File: src/common/sgm_map.svh
// Register numbers, field positions, reset values and divider constants of the mixer/envelope/port block.
// Assumes an 8-bit multiplexed host bus carrying register numbers 0 to 15.
`ifndef SGM_MAP_SVH
`define SGM_MAP_SVH
`define SGM_REG_MIXER_PORT_ENABLE      4'h7
`define SGM_REG_CHANNEL_A_AMPLITUDE    4'h8
`define SGM_REG_CHANNEL_B_AMPLITUDE    4'h9
`define SGM_REG_CHANNEL_C_AMPLITUDE    4'ha
`define SGM_REG_ENVELOPE_PERIOD_FINE   4'hb
`define SGM_REG_ENVELOPE_PERIOD_COARSE 4'hc
`define SGM_REG_ENVELOPE_SHAPE         4'hd
`define SGM_REG_PORT_A_DATA_STORE      4'he
`define SGM_REG_PORT_B_DATA_STORE      4'hf
`define SGM_MIX_TONE_LSB               0
`define SGM_MIX_NOISE_LSB              3
`define SGM_MIX_PORT_A_DIR             6
`define SGM_MIX_PORT_B_DIR             7
`define SGM_AMP_MODE_BIT               4
`define SGM_SHAPE_HOLD                 0
`define SGM_SHAPE_ALTERNATE            1
`define SGM_SHAPE_ATTACK               2
`define SGM_SHAPE_CONTINUE             3
`define SGM_RESET_BYTE                 8'h00
`define SGM_PRESCALE_DIV               256
`endif

File: src/common/sgm_pkg.sv
// Types shared by the mixer/envelope/port block.
// Assumes nothing beyond a SystemVerilog compiler.
`default_nettype none
package sgm_pkg;
    typedef enum logic [1:0] {
        SGM_BUS_INACTIVE = 2'b00,
        SGM_BUS_READ     = 2'b01,
        SGM_BUS_WRITE    = 2'b10,
        SGM_BUS_LATCH    = 2'b11
    } sgm_bus_op_t;
    typedef enum logic [1:0] {
        SGM_ENV_RUN      = 2'b00,
        SGM_ENV_HOLD     = 2'b01
    } sgm_env_state_t;
endpackage
`default_nettype wire

File: src/hw/sgm_channel.sv
// One channel: mixer gating and amplitude selection.
// Assumes tone, noise and envelope level are synchronous to ref_clk.
`default_nettype none
`include "sgm_map.svh"
module sgm_channel
    import sgm_pkg::*;
(
    input  wire logic       ref_clk,
    input  wire logic       rst,
    input  wire logic       tone_in,
    input  wire logic       noise_in,
    input  wire logic       tone_enable_n,
    input  wire logic       noise_enable_n,
    input  wire logic [4:0] amplitude,
    input  wire logic [3:0] envelope_level_out,
    output logic            mixer_out,
    output logic      [3:0] level_out
);
    // Disabled source reads as high, so a channel with both off stays a steady level
    always_ff @(posedge ref_clk) begin
        if (rst) begin
            mixer_out <= 1'b0;
        end else begin
            mixer_out <= (tone_in | tone_enable_n) & (noise_in | noise_enable_n);
        end
    end

    always_ff @(posedge ref_clk) begin
        if (rst) begin
            level_out <= 4'h0;
        end else if (amplitude[`SGM_AMP_MODE_BIT]) begin
            level_out <= envelope_level_out;
        end else begin
            level_out <= amplitude[3:0];
        end
    end

    property p_mode_select;
        @(posedge ref_clk) disable iff (rst)
        !amplitude[`SGM_AMP_MODE_BIT] |=> (level_out == $past(amplitude[3:0]));
    endproperty
    a_mode_select: assert property (p_mode_select) else $error("fixed level not passed");

    property p_env_select;
        @(posedge ref_clk) disable iff (rst)
        amplitude[`SGM_AMP_MODE_BIT] |=> (level_out == $past(envelope_level_out));
    endproperty
    a_env_select: assert property (p_env_select) else $error("envelope level not passed");

    property p_both_off;
        @(posedge ref_clk) disable iff (rst)
        (tone_enable_n && noise_enable_n) |=> mixer_out;
    endproperty
    a_both_off: assert property (p_both_off) else $error("disabled channel not steady high");
endmodule
`default_nettype wire

File: src/hw/sgm_top.sv
// Mixer, amplitude control, envelope generator and two I/O port stores of a three-channel sound generator.
// Assumes host bus controls are synchronous to ref_clk; tone and noise arrive from generators elsewhere.
`default_nettype none
`include "sgm_map.svh"
module sgm_top
    import sgm_pkg::*;
#(
    parameter int CHANNELS = 3
) (
    input  wire logic       ref_clk,
    input  wire logic       rst,
    input  wire logic       bus_direction_ctl,
    input  wire logic       bus_control_one,
    input  wire logic       bus_control_two,
    input  wire logic [7:0] host_addr_data_bus_in,
    output logic      [7:0] host_addr_data_bus_out,
    output logic            host_addr_data_bus_oe,
    input  wire logic [2:0] tone_in,
    input  wire logic [2:0] noise_in,
    output logic      [2:0] mixer_out,
    output logic     [11:0] channel_level,
    output logic      [3:0] envelope_level_out,
    input  wire logic [7:0] general_port_a_in,
    output logic      [7:0] general_port_a_out,
    output logic            general_port_a_oe,
    input  wire logic [7:0] general_port_b_in,
    output logic      [7:0] general_port_b_out,
    output logic            general_port_b_oe
);
    // Three amplitude registers and a three-bit mixer field fix the channel count
    if (CHANNELS != 3) begin : g_bad_channels
        $error("sgm_top serves exactly three channels");
    end

    sgm_bus_op_t bus_op;
    logic [3:0]  addr_q;
    logic [7:0]  mixer_port_enable_q;
    logic [4:0]  channel_a_amplitude_q;
    logic [4:0]  channel_b_amplitude_q;
    logic [4:0]  channel_c_amplitude_q;
    logic [7:0]  envelope_period_fine_q;
    logic [7:0]  envelope_period_coarse_q;
    logic [3:0]  envelope_shape_q;
    logic [7:0]  port_a_data_store_q;
    logic [7:0]  port_b_data_store_q;
    logic        write_en;
    logic        shape_write;
    logic [15:0] envelope_period_value;

    // Bus state from the three control lines; bus_control_two low folds to inactive
    always_comb begin
        bus_op = SGM_BUS_INACTIVE;
        if (bus_control_two) begin
            unique case ({bus_direction_ctl, bus_control_one})
                2'b00: bus_op = SGM_BUS_INACTIVE;
                2'b01: bus_op = SGM_BUS_READ;
                2'b10: bus_op = SGM_BUS_WRITE;
                2'b11: bus_op = SGM_BUS_LATCH;
            endcase
        end
    end

    // Upper address nibble must be zero to reach a register; otherwise register 0 is latched
    always_ff @(posedge ref_clk) begin
        if (rst) begin
            addr_q <= 4'h0;
        end else if (bus_op == SGM_BUS_LATCH) begin
            addr_q <= host_addr_data_bus_in[7:4] == 4'h0 ? host_addr_data_bus_in[3:0] : 4'h0;
        end
    end

    assign write_en    = (bus_op == SGM_BUS_WRITE);
    assign shape_write = write_en && addr_q == `SGM_REG_ENVELOPE_SHAPE;

    always_ff @(posedge ref_clk) begin
        if (rst) begin
            mixer_port_enable_q      <= `SGM_RESET_BYTE;
            channel_a_amplitude_q    <= 5'h00;
            channel_b_amplitude_q    <= 5'h00;
            channel_c_amplitude_q    <= 5'h00;
            envelope_period_fine_q   <= `SGM_RESET_BYTE;
            envelope_period_coarse_q <= `SGM_RESET_BYTE;
            envelope_shape_q         <= 4'h0;
        end else if (write_en) begin
            unique case (addr_q)
                `SGM_REG_MIXER_PORT_ENABLE:      mixer_port_enable_q      <= host_addr_data_bus_in;
                `SGM_REG_CHANNEL_A_AMPLITUDE:    channel_a_amplitude_q    <= host_addr_data_bus_in[4:0];
                `SGM_REG_CHANNEL_B_AMPLITUDE:    channel_b_amplitude_q    <= host_addr_data_bus_in[4:0];
                `SGM_REG_CHANNEL_C_AMPLITUDE:    channel_c_amplitude_q    <= host_addr_data_bus_in[4:0];
                `SGM_REG_ENVELOPE_PERIOD_FINE:   envelope_period_fine_q   <= host_addr_data_bus_in;
                `SGM_REG_ENVELOPE_PERIOD_COARSE: envelope_period_coarse_q <= host_addr_data_bus_in;
                `SGM_REG_ENVELOPE_SHAPE:         envelope_shape_q         <= host_addr_data_bus_in[3:0];
                default: ;
            endcase
        end
    end

    // Port stores: input mode loads from pins every cycle; writes land only in output mode
    always_ff @(posedge ref_clk) begin
        if (rst) begin
            port_a_data_store_q <= `SGM_RESET_BYTE;
        end else if (!mixer_port_enable_q[`SGM_MIX_PORT_A_DIR]) begin
            port_a_data_store_q <= general_port_a_in;
        end else if (write_en && addr_q == `SGM_REG_PORT_A_DATA_STORE) begin
            port_a_data_store_q <= host_addr_data_bus_in;
        end
    end

    always_ff @(posedge ref_clk) begin
        if (rst) begin
            port_b_data_store_q <= `SGM_RESET_BYTE;
        end else if (!mixer_port_enable_q[`SGM_MIX_PORT_B_DIR]) begin
            port_b_data_store_q <= general_port_b_in;
        end else if (write_en && addr_q == `SGM_REG_PORT_B_DATA_STORE) begin
            port_b_data_store_q <= host_addr_data_bus_in;
        end
    end

    always_ff @(posedge ref_clk) begin
        if (rst) begin
            general_port_a_out <= 8'h00;
            general_port_a_oe  <= 1'b0;
            general_port_b_out <= 8'h00;
            general_port_b_oe  <= 1'b0;
        end else begin
            general_port_a_out <= port_a_data_store_q;
            general_port_a_oe  <= mixer_port_enable_q[`SGM_MIX_PORT_A_DIR];
            general_port_b_out <= port_b_data_store_q;
            general_port_b_oe  <= mixer_port_enable_q[`SGM_MIX_PORT_B_DIR];
        end
    end

    // Read data driven from the cycle after the read state begins to the cycle after it ends; unused numbers read zero
    always_ff @(posedge ref_clk) begin
        if (rst) begin
            host_addr_data_bus_out <= 8'h00;
            host_addr_data_bus_oe  <= 1'b0;
        end else begin
            host_addr_data_bus_oe <= (bus_op == SGM_BUS_READ);
            unique case (addr_q)
                `SGM_REG_MIXER_PORT_ENABLE:      host_addr_data_bus_out <= mixer_port_enable_q;
                `SGM_REG_CHANNEL_A_AMPLITUDE:    host_addr_data_bus_out <= {3'h0, channel_a_amplitude_q};
                `SGM_REG_CHANNEL_B_AMPLITUDE:    host_addr_data_bus_out <= {3'h0, channel_b_amplitude_q};
                `SGM_REG_CHANNEL_C_AMPLITUDE:    host_addr_data_bus_out <= {3'h0, channel_c_amplitude_q};
                `SGM_REG_ENVELOPE_PERIOD_FINE:   host_addr_data_bus_out <= envelope_period_fine_q;
                `SGM_REG_ENVELOPE_PERIOD_COARSE: host_addr_data_bus_out <= envelope_period_coarse_q;
                `SGM_REG_ENVELOPE_SHAPE:         host_addr_data_bus_out <= {4'h0, envelope_shape_q};
                `SGM_REG_PORT_A_DATA_STORE:      host_addr_data_bus_out <= port_a_data_store_q;
                `SGM_REG_PORT_B_DATA_STORE:      host_addr_data_bus_out <= port_b_data_store_q;
                default:                         host_addr_data_bus_out <= 8'h00;
            endcase
        end
    end

    // Envelope timing: prescaler by 256, then period divider
    localparam logic [7:0] PRESCALE_LAST = 8'(`SGM_PRESCALE_DIV - 1);
    logic [7:0]  prescale_q;
    logic [15:0] period_cnt_q;
    logic        prescale_tick;
    logic        env_step;
    assign envelope_period_value = {envelope_period_coarse_q, envelope_period_fine_q};
    assign prescale_tick = (prescale_q == PRESCALE_LAST);
    // Period zero is served as one
    assign env_step = prescale_tick && (period_cnt_q + 16'h0001 >= envelope_period_value);

    always_ff @(posedge ref_clk) begin
        if (rst) begin
            prescale_q <= 8'h00;
        end else begin
            prescale_q <= prescale_q + 8'h01;
        end
    end

    always_ff @(posedge ref_clk) begin
        if (rst || shape_write) begin
            period_cnt_q <= 16'h0000;
        end else if (env_step) begin
            period_cnt_q <= 16'h0000;
        end else if (prescale_tick) begin
            period_cnt_q <= period_cnt_q + 16'h0001;
        end
    end

    // Envelope counter; up_q is the current direction
    sgm_env_state_t env_state_q;
    logic [3:0]     env_cnt_q;
    logic           up_q;
    logic           start_up;
    assign start_up = host_addr_data_bus_in[`SGM_SHAPE_ATTACK];

    always_ff @(posedge ref_clk) begin
        if (rst) begin
            env_state_q <= SGM_ENV_RUN;
            env_cnt_q   <= 4'hf;
            up_q        <= 1'b0;
        end else if (shape_write) begin
            env_state_q <= SGM_ENV_RUN;
            env_cnt_q   <= start_up ? 4'h0 : 4'hf;
            up_q        <= start_up;
        end else if (env_step && env_state_q == SGM_ENV_RUN) begin
            if (env_cnt_q != (up_q ? 4'hf : 4'h0)) begin
                env_cnt_q <= up_q ? env_cnt_q + 4'h1 : env_cnt_q - 4'h1;
            end else if (!envelope_shape_q[`SGM_SHAPE_CONTINUE]) begin
                env_cnt_q   <= 4'h0;
                env_state_q <= SGM_ENV_HOLD;
            end else if (envelope_shape_q[`SGM_SHAPE_HOLD]) begin
                env_state_q <= SGM_ENV_HOLD;
                if (envelope_shape_q[`SGM_SHAPE_ALTERNATE]) begin
                    env_cnt_q <= up_q ? 4'h0 : 4'hf;
                end
            end else if (envelope_shape_q[`SGM_SHAPE_ALTERNATE]) begin
                up_q <= !up_q;
            end else begin
                env_cnt_q <= up_q ? 4'h0 : 4'hf;
            end
        end
    end

    always_ff @(posedge ref_clk) begin
        if (rst) begin
            envelope_level_out <= 4'hf;
        end else begin
            envelope_level_out <= env_cnt_q;
        end
    end

    logic [4:0] amp_sel [CHANNELS];
    assign amp_sel[0] = channel_a_amplitude_q;
    assign amp_sel[1] = channel_b_amplitude_q;
    assign amp_sel[2] = channel_c_amplitude_q;

    genvar ch;
    generate
        for (ch = 0; ch < CHANNELS; ch++) begin : g_ch
            sgm_channel u_channel (
                .ref_clk            (ref_clk),
                .rst                (rst),
                .tone_in            (tone_in[ch]),
                .noise_in           (noise_in[ch]),
                .tone_enable_n      (mixer_port_enable_q[`SGM_MIX_TONE_LSB + ch]),
                .noise_enable_n     (mixer_port_enable_q[`SGM_MIX_NOISE_LSB + ch]),
                .amplitude          (amp_sel[ch]),
                .envelope_level_out (envelope_level_out),
                .mixer_out          (mixer_out[ch]),
                .level_out          (channel_level[ch*4 +: 4])
            );
        end
    endgenerate

    property p_port_dir;
        @(posedge ref_clk) disable iff (rst)
        ##1 general_port_a_oe == $past(mixer_port_enable_q[`SGM_MIX_PORT_A_DIR]);
    endproperty
    a_port_dir: assert property (p_port_dir) else $error("port A direction wrong");

    property p_input_follow;
        @(posedge ref_clk) disable iff (rst)
        !mixer_port_enable_q[`SGM_MIX_PORT_B_DIR] ##1 !$past(rst) |-> port_b_data_store_q == $past(general_port_b_in);
    endproperty
    a_input_follow: assert property (p_input_follow) else $error("port B store not following pins");

    property p_output_keep;
        @(posedge ref_clk) disable iff (rst)
        (mixer_port_enable_q[`SGM_MIX_PORT_A_DIR] && !(write_en && addr_q == `SGM_REG_PORT_A_DATA_STORE))
            |=> $stable(port_a_data_store_q);
    endproperty
    a_output_keep: assert property (p_output_keep) else $error("port A output data changed");

    property p_shape_restart;
        @(posedge ref_clk) disable iff (rst)
        shape_write |=> env_cnt_q == ($past(start_up) ? 4'h0 : 4'hf) ##1 envelope_level_out == $past(env_cnt_q);
    endproperty
    a_shape_restart: assert property (p_shape_restart) else $error("shape write did not restart");

    property p_step_prescale;
        @(posedge ref_clk) disable iff (rst)
        env_step |-> prescale_q == PRESCALE_LAST;
    endproperty
    a_step_prescale: assert property (p_step_prescale) else $error("envelope step off prescaler");

    property p_hold_frozen;
        @(posedge ref_clk) disable iff (rst)
        (env_state_q == SGM_ENV_HOLD && !shape_write) |=> $stable(env_cnt_q);
    endproperty
    a_hold_frozen: assert property (p_hold_frozen) else $error("held envelope moved");

    property p_port_b_dir;
        @(posedge ref_clk) disable iff (rst)
        1'b1 |=> general_port_b_oe == $past(mixer_port_enable_q[`SGM_MIX_PORT_B_DIR]);
    endproperty
    a_port_b_dir: assert property (p_port_b_dir) else $error("port B direction wrong");

    property p_prescale_count;
        @(posedge ref_clk) disable iff (rst)
        1'b1 |=> prescale_q == $past(prescale_q) + 8'h01;
    endproperty
    a_prescale_count: assert property (p_prescale_count) else $error("prescaler skipped a count");

    property p_period_count;
        @(posedge ref_clk) disable iff (rst)
        (prescale_tick && !env_step && !shape_write) |=> period_cnt_q == $past(period_cnt_q) + 16'h0001;
    endproperty
    a_period_count: assert property (p_period_count) else $error("period counter did not advance");

    property p_hold_entry;
        @(posedge ref_clk) disable iff (rst)
        (env_state_q == SGM_ENV_HOLD && $past(env_state_q) == SGM_ENV_RUN) |-> env_cnt_q inside {4'h0, 4'hf};
    endproperty
    a_hold_entry: assert property (p_hold_entry) else $error("envelope held at a middle level");

    property p_port_a_drive;
        @(posedge ref_clk) disable iff (rst)
        1'b1 |=> general_port_a_out == $past(port_a_data_store_q);
    endproperty
    a_port_a_drive: assert property (p_port_a_drive) else $error("port A pins not driven from store");

    property p_unused_read;
        @(posedge ref_clk) disable iff (rst)
        (addr_q < `SGM_REG_MIXER_PORT_ENABLE) |=> host_addr_data_bus_out == 8'h00;
    endproperty
    a_unused_read: assert property (p_unused_read) else $error("unused register did not read zero");
endmodule
`default_nettype wire
File: config.mk
export PLATFORM = sky130hd
export DESIGN_NAME = sgm_top
export DESIGN_NICKNAME = d
export VERILOG_FILES = /design/src/common/sgm_pkg.sv /design/src/hw/sgm_channel.sv /design/src/hw/sgm_top.sv
export VERILOG_INCLUDE_DIRS = /design/src /design/src/common
export SDC_FILE = /design/constraint.sdc
export NUM_CORES = 1
export LEC_CHECK = 0
export ABC_AREA = 1
export ABC_CLOCK_PERIOD_IN_PS = 2950
export BUFFER_PORTS_ARGS = -buffer_cell sky130_fd_sc_hd__buf_2
export CAP_MARGIN = 40
export CELL_PAD_IN_SITES_DETAIL_PLACEMENT = 1
export CELL_PAD_IN_SITES_GLOBAL_PLACEMENT = 2
export CORE_UTILIZATION = 33
export DETAILED_ROUTE_END_ITERATION = 10
export GPL_ROUTABILITY_DRIVEN = 0
export GPL_TIMING_DRIVEN = 0
export PLACE_DENSITY_LB_ADDON = 0.25
export SYNTH_ARGS = -nofsm -noshare
export SYNTH_HDL_FRONTEND = slang
export SYNTH_SLANG_ARGS = --single-unit
File: constraint.sdc
create_clock -name ref_clk -period 2.95 [get_ports ref_clk]
set_clock_uncertainty 0.05 [all_clocks]
set_input_delay 0.59 -clock ref_clk [delete_from_list [all_inputs] [get_ports ref_clk]]
set_output_delay 0.59 -clock ref_clk [all_outputs]
set_load 0.05 [all_outputs]
== Word-level counts from Yosys, hierarchy flattened ==
Cells that the tools add are included.
Word-level totals
  register bits: 140
  latch bits: 0
  bits in writable memories: 0
  bits in read-only memories: 0
  input port bits: 35
  output and inout bits: 46
  word-level logic and storage cells: 122
  memories kept: 0
Cells by class
  add/subtract/negate cells: 4
  multiply operators: 0
  divide/modulo/power cells: 0
  magnitude comparators: 1
  equal/unequal tests: 24
  shifts and indexed selects: 0
  multiplexer cells: 30
  bitwise logic cells: 10
  reductions and logical operators: 25
Operators with widths (count)
  8-bit case mux with 9 select lines: 1
  4-bit 2-to-1 mux: 15
  4-bit == test, second input constant: 8
  8-bit 2-to-1 mux: 4
  16-bit by 1-bit adder with 16-bit output, second input constant: 1
  16-bit greater-or-equal comparator: 1
  2-bit AND reduction: 7
  5-bit by 3-bit != test with 1-bit output, second input constant: 2
  8-bit by 1-bit adder with 8-bit output, second input constant: 1
  2-bit == test, second input constant: 4
  8-bit == test, second input constant: 1
  2-bit case mux with 4 select lines: 1
  1-bit 2-to-1 mux: 6
  2-bit 2-to-1 mux: 3
  2-bit by 1-bit != test with 1-bit output, second input constant: 3
  1-bit bitwise OR: 6
  3-bit AND reduction: 2
  2-bit nonzero test: 3
  1-bit logical AND: 5
  5-bit AND reduction: 1
  4-bit by 1-bit adder with 4-bit output, second input constant: 1
  2-bit by 1-bit == test with 1-bit output, second input constant: 2
  4-bit by 3-bit == test with 1-bit output, second input constant: 1
  2-bit logical NOT: 2
  other kinds (9): 13

== Longest topological paths before layout ==
Gate-level depths: netlist of the first run.
  depth after elaboration: 7
  gate-level depth with buffers: 19
  mapped depth without buffers: 19

== By module ==
From an unflattened synthesis of the first run, not the netlist that was laid out.
Second synthesis, totals
  cell total of the unflattened synthesis: 827
  area, all modules: 6236.0 µm²
By module, submodules not included
  sgm_top: times used 1, cells each 761, area an instance 5725.5 µm², sequential area each 2482.4 µm²
  sgm_channel: times used 3, cells each 22, area an instance 170.2 µm², sequential area each 100.1 µm²

== Least setup slack after synthesis of the first run ==
Ideal clock, no wire load.
  path type: flip-flop to flip-flop
  from: reg period_cnt_q[0]
  to: reg period_cnt_q[10]
  library setup time: 0.116 ns
  data arrival time: 2.324 ns
  path slack: 0.460 ns
  cell stages (with the launch flop): 18
  buffers on the path: 1
  clock period less this slack: 2.490 ns
  path through: dfxtp_1 ha_1 nand3_2 nor2_2 nand2_1 nor2_4 nand3_1 xnor2_2 ha_1 nand2_1 o21bai_1 a21oi_1 nor2_1 nand2_1 nand2_1 nand2_2 buf_6 a21oi_1
Between the ends
  cells in the longest elaborated chain, start to end: 4
Ends and longest elaborated chain
  start, declared: RTL line sgm_top.sv:158  | logic [15:0] period_cnt_q;
  start signal, assigned: RTL line sgm_top.sv:180  | period_cnt_q <= period_cnt_q + 16'h0001;
  16-bit by 1-bit adder with 16-bit output *: RTL line sgm_top.sv:164, sgm_top.sv:180
  16-bit greater-or-equal comparator: RTL line sgm_top.sv:164  | assign env_step = prescale_tick && (period_cnt_q + 16'h0001 >= envelope_period_value);
  1-bit logical AND: RTL line sgm_top.sv:164
  2-bit OR reduction (no source line)
Every way passes the cells marked *; elsewhere a longest branch is shown, timed or not.
A chain may end at the register's enable or synchronous reset.

== Final worst setup path of the first run ==
  from: reg period_cnt_q[0]
  to: reg env_cnt_q[3]
Between the ends
  cells in the longest elaborated chain, start to end: 6
Ends and longest elaborated chain
  16-bit by 1-bit adder with 16-bit output: RTL line sgm_top.sv:164
  16-bit greater-or-equal comparator: RTL line sgm_top.sv:164
  1-bit logical AND: RTL line sgm_top.sv:164
  1-bit logical AND: RTL line sgm_top.sv:200  | end else if (env_step && env_state_q == SGM_ENV_RUN) begin
  2-bit nonzero test (no source line)
  3-bit AND reduction (no source line)
  end signal, assigned: RTL line sgm_top.sv:198  | env_cnt_q <= start_up ? 4'h0 : 4'hf;
  end signal, assigned: RTL line sgm_top.sv:202  | env_cnt_q <= up_q ? env_cnt_q + 4'h1 : env_cnt_q - 4'h1;
  end signal, assigned: RTL line sgm_top.sv:209  | env_cnt_q <= up_q ? 4'h0 : 4'hf;
  end, declared: RTL line sgm_top.sv:186  | logic [3:0] env_cnt_q;
Every way passes these cells.

==> results of run 1 <==
-- how the worst min path moves through the flow --
stage	from	slack, ns	cells after the start	endpoint
6_report	bus_direction_ctl	0.30	2	host_addr_data_bus_oe
5_1_grt	bus_direction_ctl	0.30	2	host_addr_data_bus_oe
4_1_cts	bus_direction_ctl	0.29	2	host_addr_data_bus_oe
3_5_place_dp	port_a_data_store_q[1]	0.39	2	general_port_a_out[1]
3_3_place_gp	prescale_q[0]	0.38	1	prescale_q[0]
2_1_floorplan	port_a_data_store_q[1]	0.36	2	general_port_a_out[1]
-- worst max-delay path, delay by kind of cell (launching register included) --
| kind | cells | cell delay (ns) |
|---|---|---|
| XOR/XNOR | 1 | 0.17 |
| AO/OA/AOI/OAI | 2 | 0.32 |
| flip-flops | 1 | 0.37 |
| adder cells (fa/ha/maj) | 2 | 0.49 |
| AND/OR/NAND/NOR | 11 | 1.24 |
-- cells in the final DEF (no fill, tap or decap), drive strengths merged --
master | synthesis | layout
nand2 | 139 | 139
dfxtp | 139 | 139
nor2 | 105 | 105
inv | 101 | 103
buf | 8 | 95
o21ai | 87 | 87
a21oi | 76 | 76
clkbuf | 15 | 34
nand3 | 32 | 32
ha | 20 | 20
o22ai | 18 | 18
a31oi | 11 | 11
xor2 | 10 | 10
clkinv | 5 | 10
nor3 | 7 | 7
a221oi | 6 | 6
a22oi | 4 | 4
nand4 | 4 | 4
clkinvlp | 0 | 4
xnor2 | 4 | 4
or2 | 3 | 3
a211oi | 2 | 2
nor4 | 2 | 2
o21bai | 2 | 2
o221ai | 1 | 1
nor3b | 1 | 1
a31o | 1 | 1
o2111ai | 1 | 1
fa | 1 | 1
bufinv | 0 | 1
-- layout make-up --
| type | instances | area, sq um |
|---|---|---|
| tap | 229 | 286.5 |
| sequential | 139 | 2799 |
| multi-input combinational | 537 | 2973 |
| clock buffer | 19 | 442.9 |
| fill | 2231 | 10550 |
| buffer | 23 | 106.4 |
| timing repair buffer | 87 | 473.0 |
| clock inverter | 12 | 117.6 |
| inverter | 106 | 399.1 |
-- layer usage --
layer / vias to the layer above / part of all wire [%] / GRT usage [%]
li1: 2869 / - / -
met1: 2842 / 47 / 29.27
met2: 148 / 47 / 36.68
met3: 19 / 4.4 / 3.867
met4: 0 / 1.5 / 7.392
met5: - / 0 / 0
-- timing repair --
item,in CTS,in global routing
pin swaps,11,16
gates resized for setup,15,18
endpoints found under the setup margin,14,20
hold buffers,0,0
buffers inserted,5,3
-- power groups by stage --
stage	clock network [mW]	registers, mW	logic (mW)
global route	2.17	1.91	0.226
CTS	2.10	1.91	0.210
global placement	0	1.95	0.204
detailed placement	0	1.96	0.209
floorplan	0	1.99	0.0850
finish	2.06	1.91	0.210
-- cells by family (layout without fill, tap and decap cells) --
kind of cell,Yosys count,in the layout,synth area share [%]
and+or+nand+nor,293,293,21.02
AOI/OAI and AO/OA,209,209,18.70
DFF,139,139,45.21
buffers and inverters,129,247,8.193
adders and majority gates,21,21,4.391
xor gates and xnor gates,14,14,2.480
-- through the flow --
stage	power (mW)	TNS [ns]
floorplan	2.071	0
global placement	2.158	0
detailed placement	2.165	-0.9401
CTS	4.220	0
global route	4.312	-0.2213
finish	4.182	0
==> impl_metrics.env, run 1 <==
export IMPL_status="finished, violations left"
export IMPL_violations="design-rule violations"
export IMPL_rsz0062_at_grt="true"
export IMPL_cts_tree="yes"
export IMPL_row_count=49
export IMPL_hpwl_mm=15.80
export IMPL_r2r_slack_ns=0.17
export IMPL_layout_cells_non_filler=1152
export IMPL_swShare_pct=24.90
export IMPL_slew_headroom_pct=48.13
export IMPL_synthArstFlopShare_pct=0
export IMPL_ioPinCount=81
export IMPL_p_leak_nw=3.217
export IMPL_drt_iter0_markers=378
export IMPL_clkSinkCount=139
export IMPL_cts_clk_slew_worst_paths_ns=0.07
export IMPL_worstSetupEndpoint="env_cnt_q[3]"
export IMPL_reg_top3="period_cnt_q: 16 flops, g_ch.u_channel.level_out: 12 flops"
export IMPL_finalCritPeriodShare_pct=94.12
export IMPL_p_sw_mw=1.041
export IMPL_seq_area_frac_synth_pct=45.21
export IMPL_track_usage_pct=22.19
export IMPL_synthTopCellsByCount="dfxtp_1, nand2_1, nor2_1"
export IMPL_synthesis_area_sq_mm=0.006155
export IMPL_largest_register="period_cnt_q"
export IMPL_hold_viol_final=0
export IMPL_syn_inst=805
export IMPL_synth_edf_count=0
export IMPL_yosys_top_cells_area="dfxtp_1, nand2_1, o21ai_0"
export IMPL_cp_max_fo=5
export IMPL_dp_cells=1113
export IMPL_start_util_pct=33.91
export IMPL_whs_ns=0.3005
export IMPL_required_ns=3.18
export IMPL_r2r_start="period_cnt_q[0]"
export IMPL_yosysMostFrequentCell="dfxtp_1"
export IMPL_drc=14
export IMPL_design_area_sq_mm=0.007597
export IMPL_routed_wl_mm=20.86
export IMPL_clockPowerShare_pct=49.3
export IMPL_synth_cell_types=43
export IMPL_fp_dieH_um=138.6
export IMPL_vias_per_cell=5.102
export IMPL_end_kind="flop"
export IMPL_cts_inserted_buffers=17
export IMPL_path_cells="ha_4 > nand3_4 > nor2_4 > nand2_2 > nor2_4 > nand3_2 > xnor2_2 > ha_1 > nand2_4 > o21bai_4 > a21oi_2 > nor2_2 > nand2_2 > nand4_1 > nand3_1 > nand3_1"
export IMPL_place_area_sq_mm=0.006847
export IMPL_hold_class="in2reg"
export IMPL_synth_top_cell_by_area="dfxtp_1"
export IMPL_worstPathArrival_ns=3.01
export IMPL_die_area_sq_mm=0.01920
export IMPL_cellPowerDensity_mw_per_mm2=550.4
export IMPL_comb_power_share_pct=5.0
export IMPL_fin_nets=967
export IMPL_synth_seq_cells=139
export IMPL_drive_gt1_share_pct=20.69
export IMPL_ant_nets=0
export IMPL_crit_type="reg2reg"
export IMPL_cts_buffer_depth=2
export IMPL_synth_ff_type="dfxtp_1"
export IMPL_grt_max_degree=17
export IMPL_slowest_stage="dfxtp_4"
export IMPL_diodes=0
export IMPL_worst_pin_slew_ns=0.7780
export IMPL_startpoint_type="flop"
export IMPL_pre_cts_ws_ns=-0.09202
export IMPL_cts_htree_levels=4
export IMPL_vdd_drop_max_v=0.0003959
export IMPL_synth_nets=861
export IMPL_die_w_um=138.6
export IMPL_grt_first_pass_wirelength_mm=32.59
export IMPL_setup_viol=0
export IMPL_antenna_found_initial=0
export IMPL_detail_route_wl_per_cell_um=18.10
export IMPL_clockRootBuffer="clkbuf_16"
export IMPL_cpPeakStageDelay_ns=0.37
export IMPL_first_pass_iters=8
export IMPL_largest_reg_flops=16
export IMPL_seqPwrFrac_pct=45.7
export IMPL_drv_slew=0
export IMPL_synthToLayoutAreaGrowth_pct=23.44
export IMPL_worst_slack_ns=0.1733
export IMPL_final_util_pct=41.86
export IMPL_p_int_mw=3.141
export IMPL_drv_cap=0
export IMPL_clk_latency_ns=0.43
export IMPL_yosysWarnings=0
export IMPL_routed_via_count=5878
export IMPL_reg2reg_to="env_cnt_q[3]"
export IMPL_gr_total_overflow=0
export IMPL_grt_pass1_vias=5969
export IMPL_synth_top_area_share_pct=45.21
export IMPL_core_area_sq_mm=0.01815
export IMPL_syn_avg_cell_area_sq_um=7.646
export IMPL_clock_fmax_mhz=360.1
export IMPL_io_buffers=78
export IMPL_min_period_ns=2.777
export IMPL_cp_startpoint="period_cnt_q[0]"
export IMPL_worstRegToRegCells=16
(Power assumes the default switching activity.)
==> run 2, diff against run 1 <==
- CORE_ASPECT_RATIO: default -> 1.1
==> impl_metrics.env, run 2 (same netlist as run 1, synthesis figures left out) <==
export IMPL_drt_iter0_markers=229
export IMPL_cts_clk_slew_worst_paths_ns=0.06
export IMPL_diodes=0
export IMPL_end_kind="flop"
export IMPL_crit_top_cell="nand2_2"
export IMPL_r2r_slack_ns=0.11
export IMPL_hold_class="in2reg"
export IMPL_status="complete, no violations"
export IMPL_final_common_cell="dfxtp_1"
export IMPL_worst_pin_slew_ns=0.8193
export IMPL_multi_input_area_sq_mm=0.002980
export IMPL_path_cells="nand2_4 > nor2_4 > nand3_4 > nor3_4 > nand2_1 > xor2_1 > inv_2 > ha_4 > nand2_2 > inv_2 > o21bai_1 > a21oi_1 > nor2_1 > nand2_2 > nand2_2 > nand2_4 > buf_8 > a21oi_1"
export IMPL_die_area_sq_mm=0.01920
export IMPL_clk_latency_ns=0.43
export IMPL_drv_cap=0
export IMPL_cts_tree="yes"
export IMPL_largest_reg_flops=16
export IMPL_detail_route_wl_per_cell_um=17.54
export IMPL_startpoint_type="flop"
export IMPL_seqCellArea_sq_mm=0.002795
export IMPL_rsz0062_at_grt="true"
export IMPL_routed_via_count=5786
export IMPL_cts_htree_levels=4
export IMPL_pre_cts_ws_ns=-0.1326
export IMPL_mostFrequentLayoutCells="dfxtp_1, nand2_1, nor2_1, inv_1, o21ai_0"
export IMPL_ant_nets=0
export IMPL_gr_total_overflow=0
export IMPL_hold_viol_final=0
export IMPL_start_util_pct=33.54
export IMPL_setup_tns_ns=0
export IMPL_finalCritPeriodShare_pct=96.35
export IMPL_drive_gt1_share_pct=21.13
export IMPL_fp_dieH_um=145.2
export IMPL_required_ns=3.24
export IMPL_cp_max_fo=8
export IMPL_reg_top3="period_cnt_q: 16 flops, g_ch.u_channel.level_out: 12 flops"
export IMPL_cellPowerDensity_mw_per_mm2=554.0
export IMPL_dp_cells=1126
export IMPL_grt_max_degree=17
export IMPL_routed_wl_mm=20.46
export IMPL_track_usage_pct=21.85
export IMPL_hpwl_mm=15.30
export IMPL_largest_register="period_cnt_q"
export IMPL_min_period_ns=2.842
export IMPL_slowest_stage="dfxtp_4"
export IMPL_worstPathArrival_ns=3.14
export IMPL_setup_viol=0
export IMPL_row_count=52
export IMPL_io_buffers=78
export IMPL_final_util_pct=41.61
export IMPL_grt_pass1_vias=5921
export IMPL_vias_per_cell=4.962
export IMPL_fin_nets=966
export IMPL_clkSinkCount=139
export IMPL_vdd_drop_max_v=0.0003587
export IMPL_first_pass_iters=4
export IMPL_p_leak_nw=3.239
export IMPL_clockRootBuffer="clkbuf_16"
export IMPL_fill_cells=2264
export IMPL_layout_cells_non_filler=1166
export IMPL_ioPinCount=81
export IMPL_cpPeakStageDelay_ns=0.38
export IMPL_synthToLayoutAreaGrowth_pct=24.03
export IMPL_grt_first_pass_wirelength_mm=32.06
export IMPL_drc=0
export IMPL_clock_fmax_mhz=351.8
export IMPL_cts_inserted_buffers=17
export IMPL_drv_slew=0
export IMPL_antenna_found_initial=0
export IMPL_core_area_sq_mm=0.01835
export IMPL_cts_buffer_depth=2
export IMPL_die_w_um=132.2
export IMPL_worst_slack_ns=0.1078
export IMPL_slew_headroom_pct=45.38
export IMPL_crit_type="reg2reg"
run 2: changes by cell type in the layout (fill, tap and decap cells not counted), moves of 2 or more:
cell	change
nand3_2	+2
buf_6	-3
nand3_1	-2
nand2_1	-3
inv_6	+2
nand2_2	+3
run 2: area by class of cell:
cell class	count	share of cell area [%]
timing repair buffer	86	6.130
multi-input combinational	537	39.04
clock buffer	18	5.753
clock inverter	14	1.819
sequential	139	36.62
buffer	23	1.442
tap	243	3.983
inverter	106	5.212
run 2: worst paths after layout:
path,start,depth (start not counted),to
max,period_cnt_q[0],18,period_cnt_q[14]
min,bus_direction_ctl,2,host_addr_data_bus_oe
max reg2reg,period_cnt_q[0],18,period_cnt_q[14]
min reg2reg,port_a_data_store_q[6],2,general_port_a_out[6]
run 2: metrics by stage:
| step | instance area, sq um | power [mW] | hold slack (ns) |
|---|---|---|---|
| finish | 7634 | 4.229 | 0.3281 |
| global route | 7634 | 4.373 | 0.3166 |
| CTS | 7458 | 4.267 | 0.3023 |
| detailed placement | 6849 | 2.161 | 0.3903 |
| global placement | 6849 | 2.157 | 0.3901 |
| floorplan | 6155 | 2.071 | 0.3630 |
run 2: worst max-delay path: cells and delay by family (launching register included):
family                     cells  cell delay [ns]
adders and majority gates      1             0.25
and+or+nand+nor               10             1.26
buffers and inverters          3             0.29
xor gates and xnor gates       1             0.19
AOI/OAI and AO/OA              3             0.36
DFF                            1             0.38
run 2: power breakdown:
group          internal [mW]  switching (mW)  leakage [nW]
logic                 0.0583           0.153          1.83
registers               1.90          0.0106          1.13
clock network           1.20           0.905         0.276
total                   3.16            1.07          3.24
run 2: per-layer routing:
layer	routed length (um)	global-route usage (%)	up-vias	share of wire [%]
met4	277	7.471	0	1.4
met2	10280	38.92	122	50
li1	-	-	2859	-
met1	9155	26.64	2784	45
met5	0	0	-	0
met3	743	3.284	21	3.6
run 2: repair_timing:
| item | in CTS | in global routing |
|---|---|---|
| resized for setup | 5 | 28 |
| setup buffers | 2 | 5 |
| setup endpoints to repair | 14 | 16 |
| gates cloned | 0 | 1 |
| pin swaps | 3 | 22 |
| hold buffers | 0 | 0 |
==> run 3, diff against run 2 <==
- ABC_CLOCK_PERIOD_IN_PS: 2950 -> 3400
- CORE_MARGIN: default -> 2
- CORE_UTILIZATION: 33 -> 36
- clock period: 2.95 -> 3.4 ns (I/O delays scaled with it)
==> impl_metrics.env, run 3 (same netlist as run 1, synthesis figures left out) <==
export IMPL_hpwl_mm=15.15
export IMPL_cpPeakStageDelay_ns=0.41
export IMPL_cts_clk_slew_worst_paths_ns=0.06
export IMPL_slowest_stage="dfxtp_1"
export IMPL_gr_total_overflow=0
export IMPL_worst_pin_slew_ns=0.8222
export IMPL_cellPowerDensity_mw_per_mm2=500.2
export IMPL_detail_route_wl_per_cell_um=17.98
export IMPL_routed_via_count=5787
export IMPL_vdd_drop_max_v=0.0003204
export IMPL_cts_tree="yes"
export IMPL_finalCritPeriodShare_pct=88.31
export IMPL_min_period_ns=3.003
export IMPL_start_util_pct=36.44
export IMPL_largest_register="period_cnt_q"
export IMPL_hold_class="reg2reg"
export IMPL_drt_iter0_markers=196
export IMPL_path_buf_inv=1
export IMPL_post_cts_setup_buffer_count=0
export IMPL_clock_fmax_mhz=333.1
export IMPL_grt_pass1_vias=6067
export IMPL_grt_first_pass_wirelength_mm=32.12
export IMPL_cts_htree_levels=4
export IMPL_postCtsHoldBufs=0
export IMPL_core_area_sq_mm=0.01689
export IMPL_die_w_um=128.7
export IMPL_use_met1_pct=28.03
export IMPL_fp_dieH_um=141.1
export IMPL_worstPathArrival_ns=3.26
export IMPL_path_cells="ha_1 > nand3_2 > nor2_2 > nand2_1 > nor2_4 > nand3_1 > xnor2_2 > ha_1 > nand2_1 > o21bai_1 > a21oi_1 > nor2_1 > nand2_1 > nand2_1 > nand2_2 > buf_6 > a21oi_1"
export IMPL_cts_inserted_buffers=17
export IMPL_grtUsageMet2_pct=40.91
export IMPL_fin_nets=958
export IMPL_drv_slew=0
export IMPL_p_leak_nw=3.167
export IMPL_ant_nets=0
export IMPL_mostFrequentLayoutCells="dfxtp_1, nand2_1, nor2_1, inv_1, o21ai_0"
export IMPL_critical_path_top_delay_family="simple AND/OR/NAND/NOR gates"
export IMPL_setup_tns_ns=0
export IMPL_drv_cap=0
export IMPL_rsz0062_at_grt="false"
export IMPL_final_common_cell="dfxtp_1"
export IMPL_drive_gt1_share_pct=17.60
export IMPL_ioPinCount=81
export IMPL_required_ns=3.66
export IMPL_slew_headroom_pct=45.18
export IMPL_end_kind="flop"
export IMPL_status="complete, no violations"
export IMPL_startpoint_type="flop"
export IMPL_vias_per_cell=5.153
export IMPL_largest_reg_flops=16
export IMPL_total_power_mw=3.697
export IMPL_ctsResizeCount=0
export IMPL_whs_ns=0.4027
export IMPL_grt_max_degree=17
export IMPL_clockRootBuffer="clkbuf_16"
export IMPL_global_route_usage_met3_pct=3.529
export IMPL_synthToLayoutAreaGrowth_pct=20.11
export IMPL_grt_busiest_layer="met2"
export IMPL_io_buffers=78
export IMPL_die_area_sq_mm=0.01816
export IMPL_reg_top3="period_cnt_q: 16 flops, g_ch.u_channel.level_out: 12 flops"
export IMPL_diodes=0
export IMPL_antenna_found_initial=0
export IMPL_routed_wl_mm=20.19
export IMPL_cts_buffer_depth=2
export IMPL_crit_top_cell="nand2_1"
export IMPL_crit_type="reg2reg"
export IMPL_clk_latency_ns=0.42
export IMPL_drc=0
export IMPL_hold_viol_final=0
export IMPL_row_count=50
export IMPL_track_usage_pct=23.09
export IMPL_clkSinkCount=139
export IMPL_setup_viol=0
export IMPL_first_pass_iters=4
export IMPL_cp_max_fo=10
## run 3: cell count changes in the layout (fill, tap and decap cells not counted), moves of 3 or more
cell,change
buf_4,-7
dfxtp_1,+6
dfxtp_2,-4
ha_1,+3
ha_4,-3
nand2_1,+7
nand2_2,-5
nand3_1,+3
## run 3: per-stage QoR
step           cell area [sq um]  worst slack [ns]  util (%)  instances
2_1_floorplan               6155            0.9100         -        805
3_3_place_gp                6805            0.5290     40.29       1091
3_5_place_dp                6805            0.3649     40.29       1091
4_1_cts                     7392            0.3543     43.76       1123
5_1_grt                     7392            0.1514     43.76       1123
6_report                    7392            0.3975     43.76       1123
## run 3: worst register-to-register path, cell delays in order, from the launching register on
cell	delay (ns)
dfxtp_1	0.41
ha_1	0.23
nand3_2	0.11
nor2_2	0.13
nand2_1	0.10
nor2_4	0.17
nand3_1	0.15
xnor2_2	0.18
ha_1	0.28
nand2_1	0.06
o21bai_1	0.16
a21oi_1	0.13
nor2_1	0.05
nand2_1	0.19
nand2_1	0.10
nand2_2	0.16
buf_6	0.18
a21oi_1	0.05
## run 3: layout make-up
cell class                      count  area [sq um]
Sequential cell                   139          2783
Fill cell                        2145          9499
Clock buffer                       20         446.7
Tap cell                          208         260.3
Inverter                          106         397.9
Timing Repair Buffer               78         390.4
Multi-Input combinational cell    537          2868
Clock inverter                     12         140.1
Buffer                             23         106.4
## run 3: worst paths after layout
check                    startpoint               endpoint  slack [ns]  cells after the start
min          port_a_data_store_q[6]  general_port_a_out[6]        0.40                      2
min reg2reg  port_a_data_store_q[6]  general_port_a_out[6]        0.40                      2
max reg2reg         period_cnt_q[0]        period_cnt_q[8]        0.40                     17
max                 period_cnt_q[0]        period_cnt_q[8]        0.40                     17
## run 3: routing by layer
metal | part of all wire, % | up-vias
met5 | 0 | -
met4 | 2.3 | 0
met3 | 2.9 | 33
met2 | 51 | 110
met1 | 44 | 2795
li1 | - | 2849
## run 3: power by group
group          internal, mW  switching, mW
Sequential             1.65        0.00946
Combinational        0.0467          0.131
Clock                  1.11          0.750
Total                  2.81          0.891
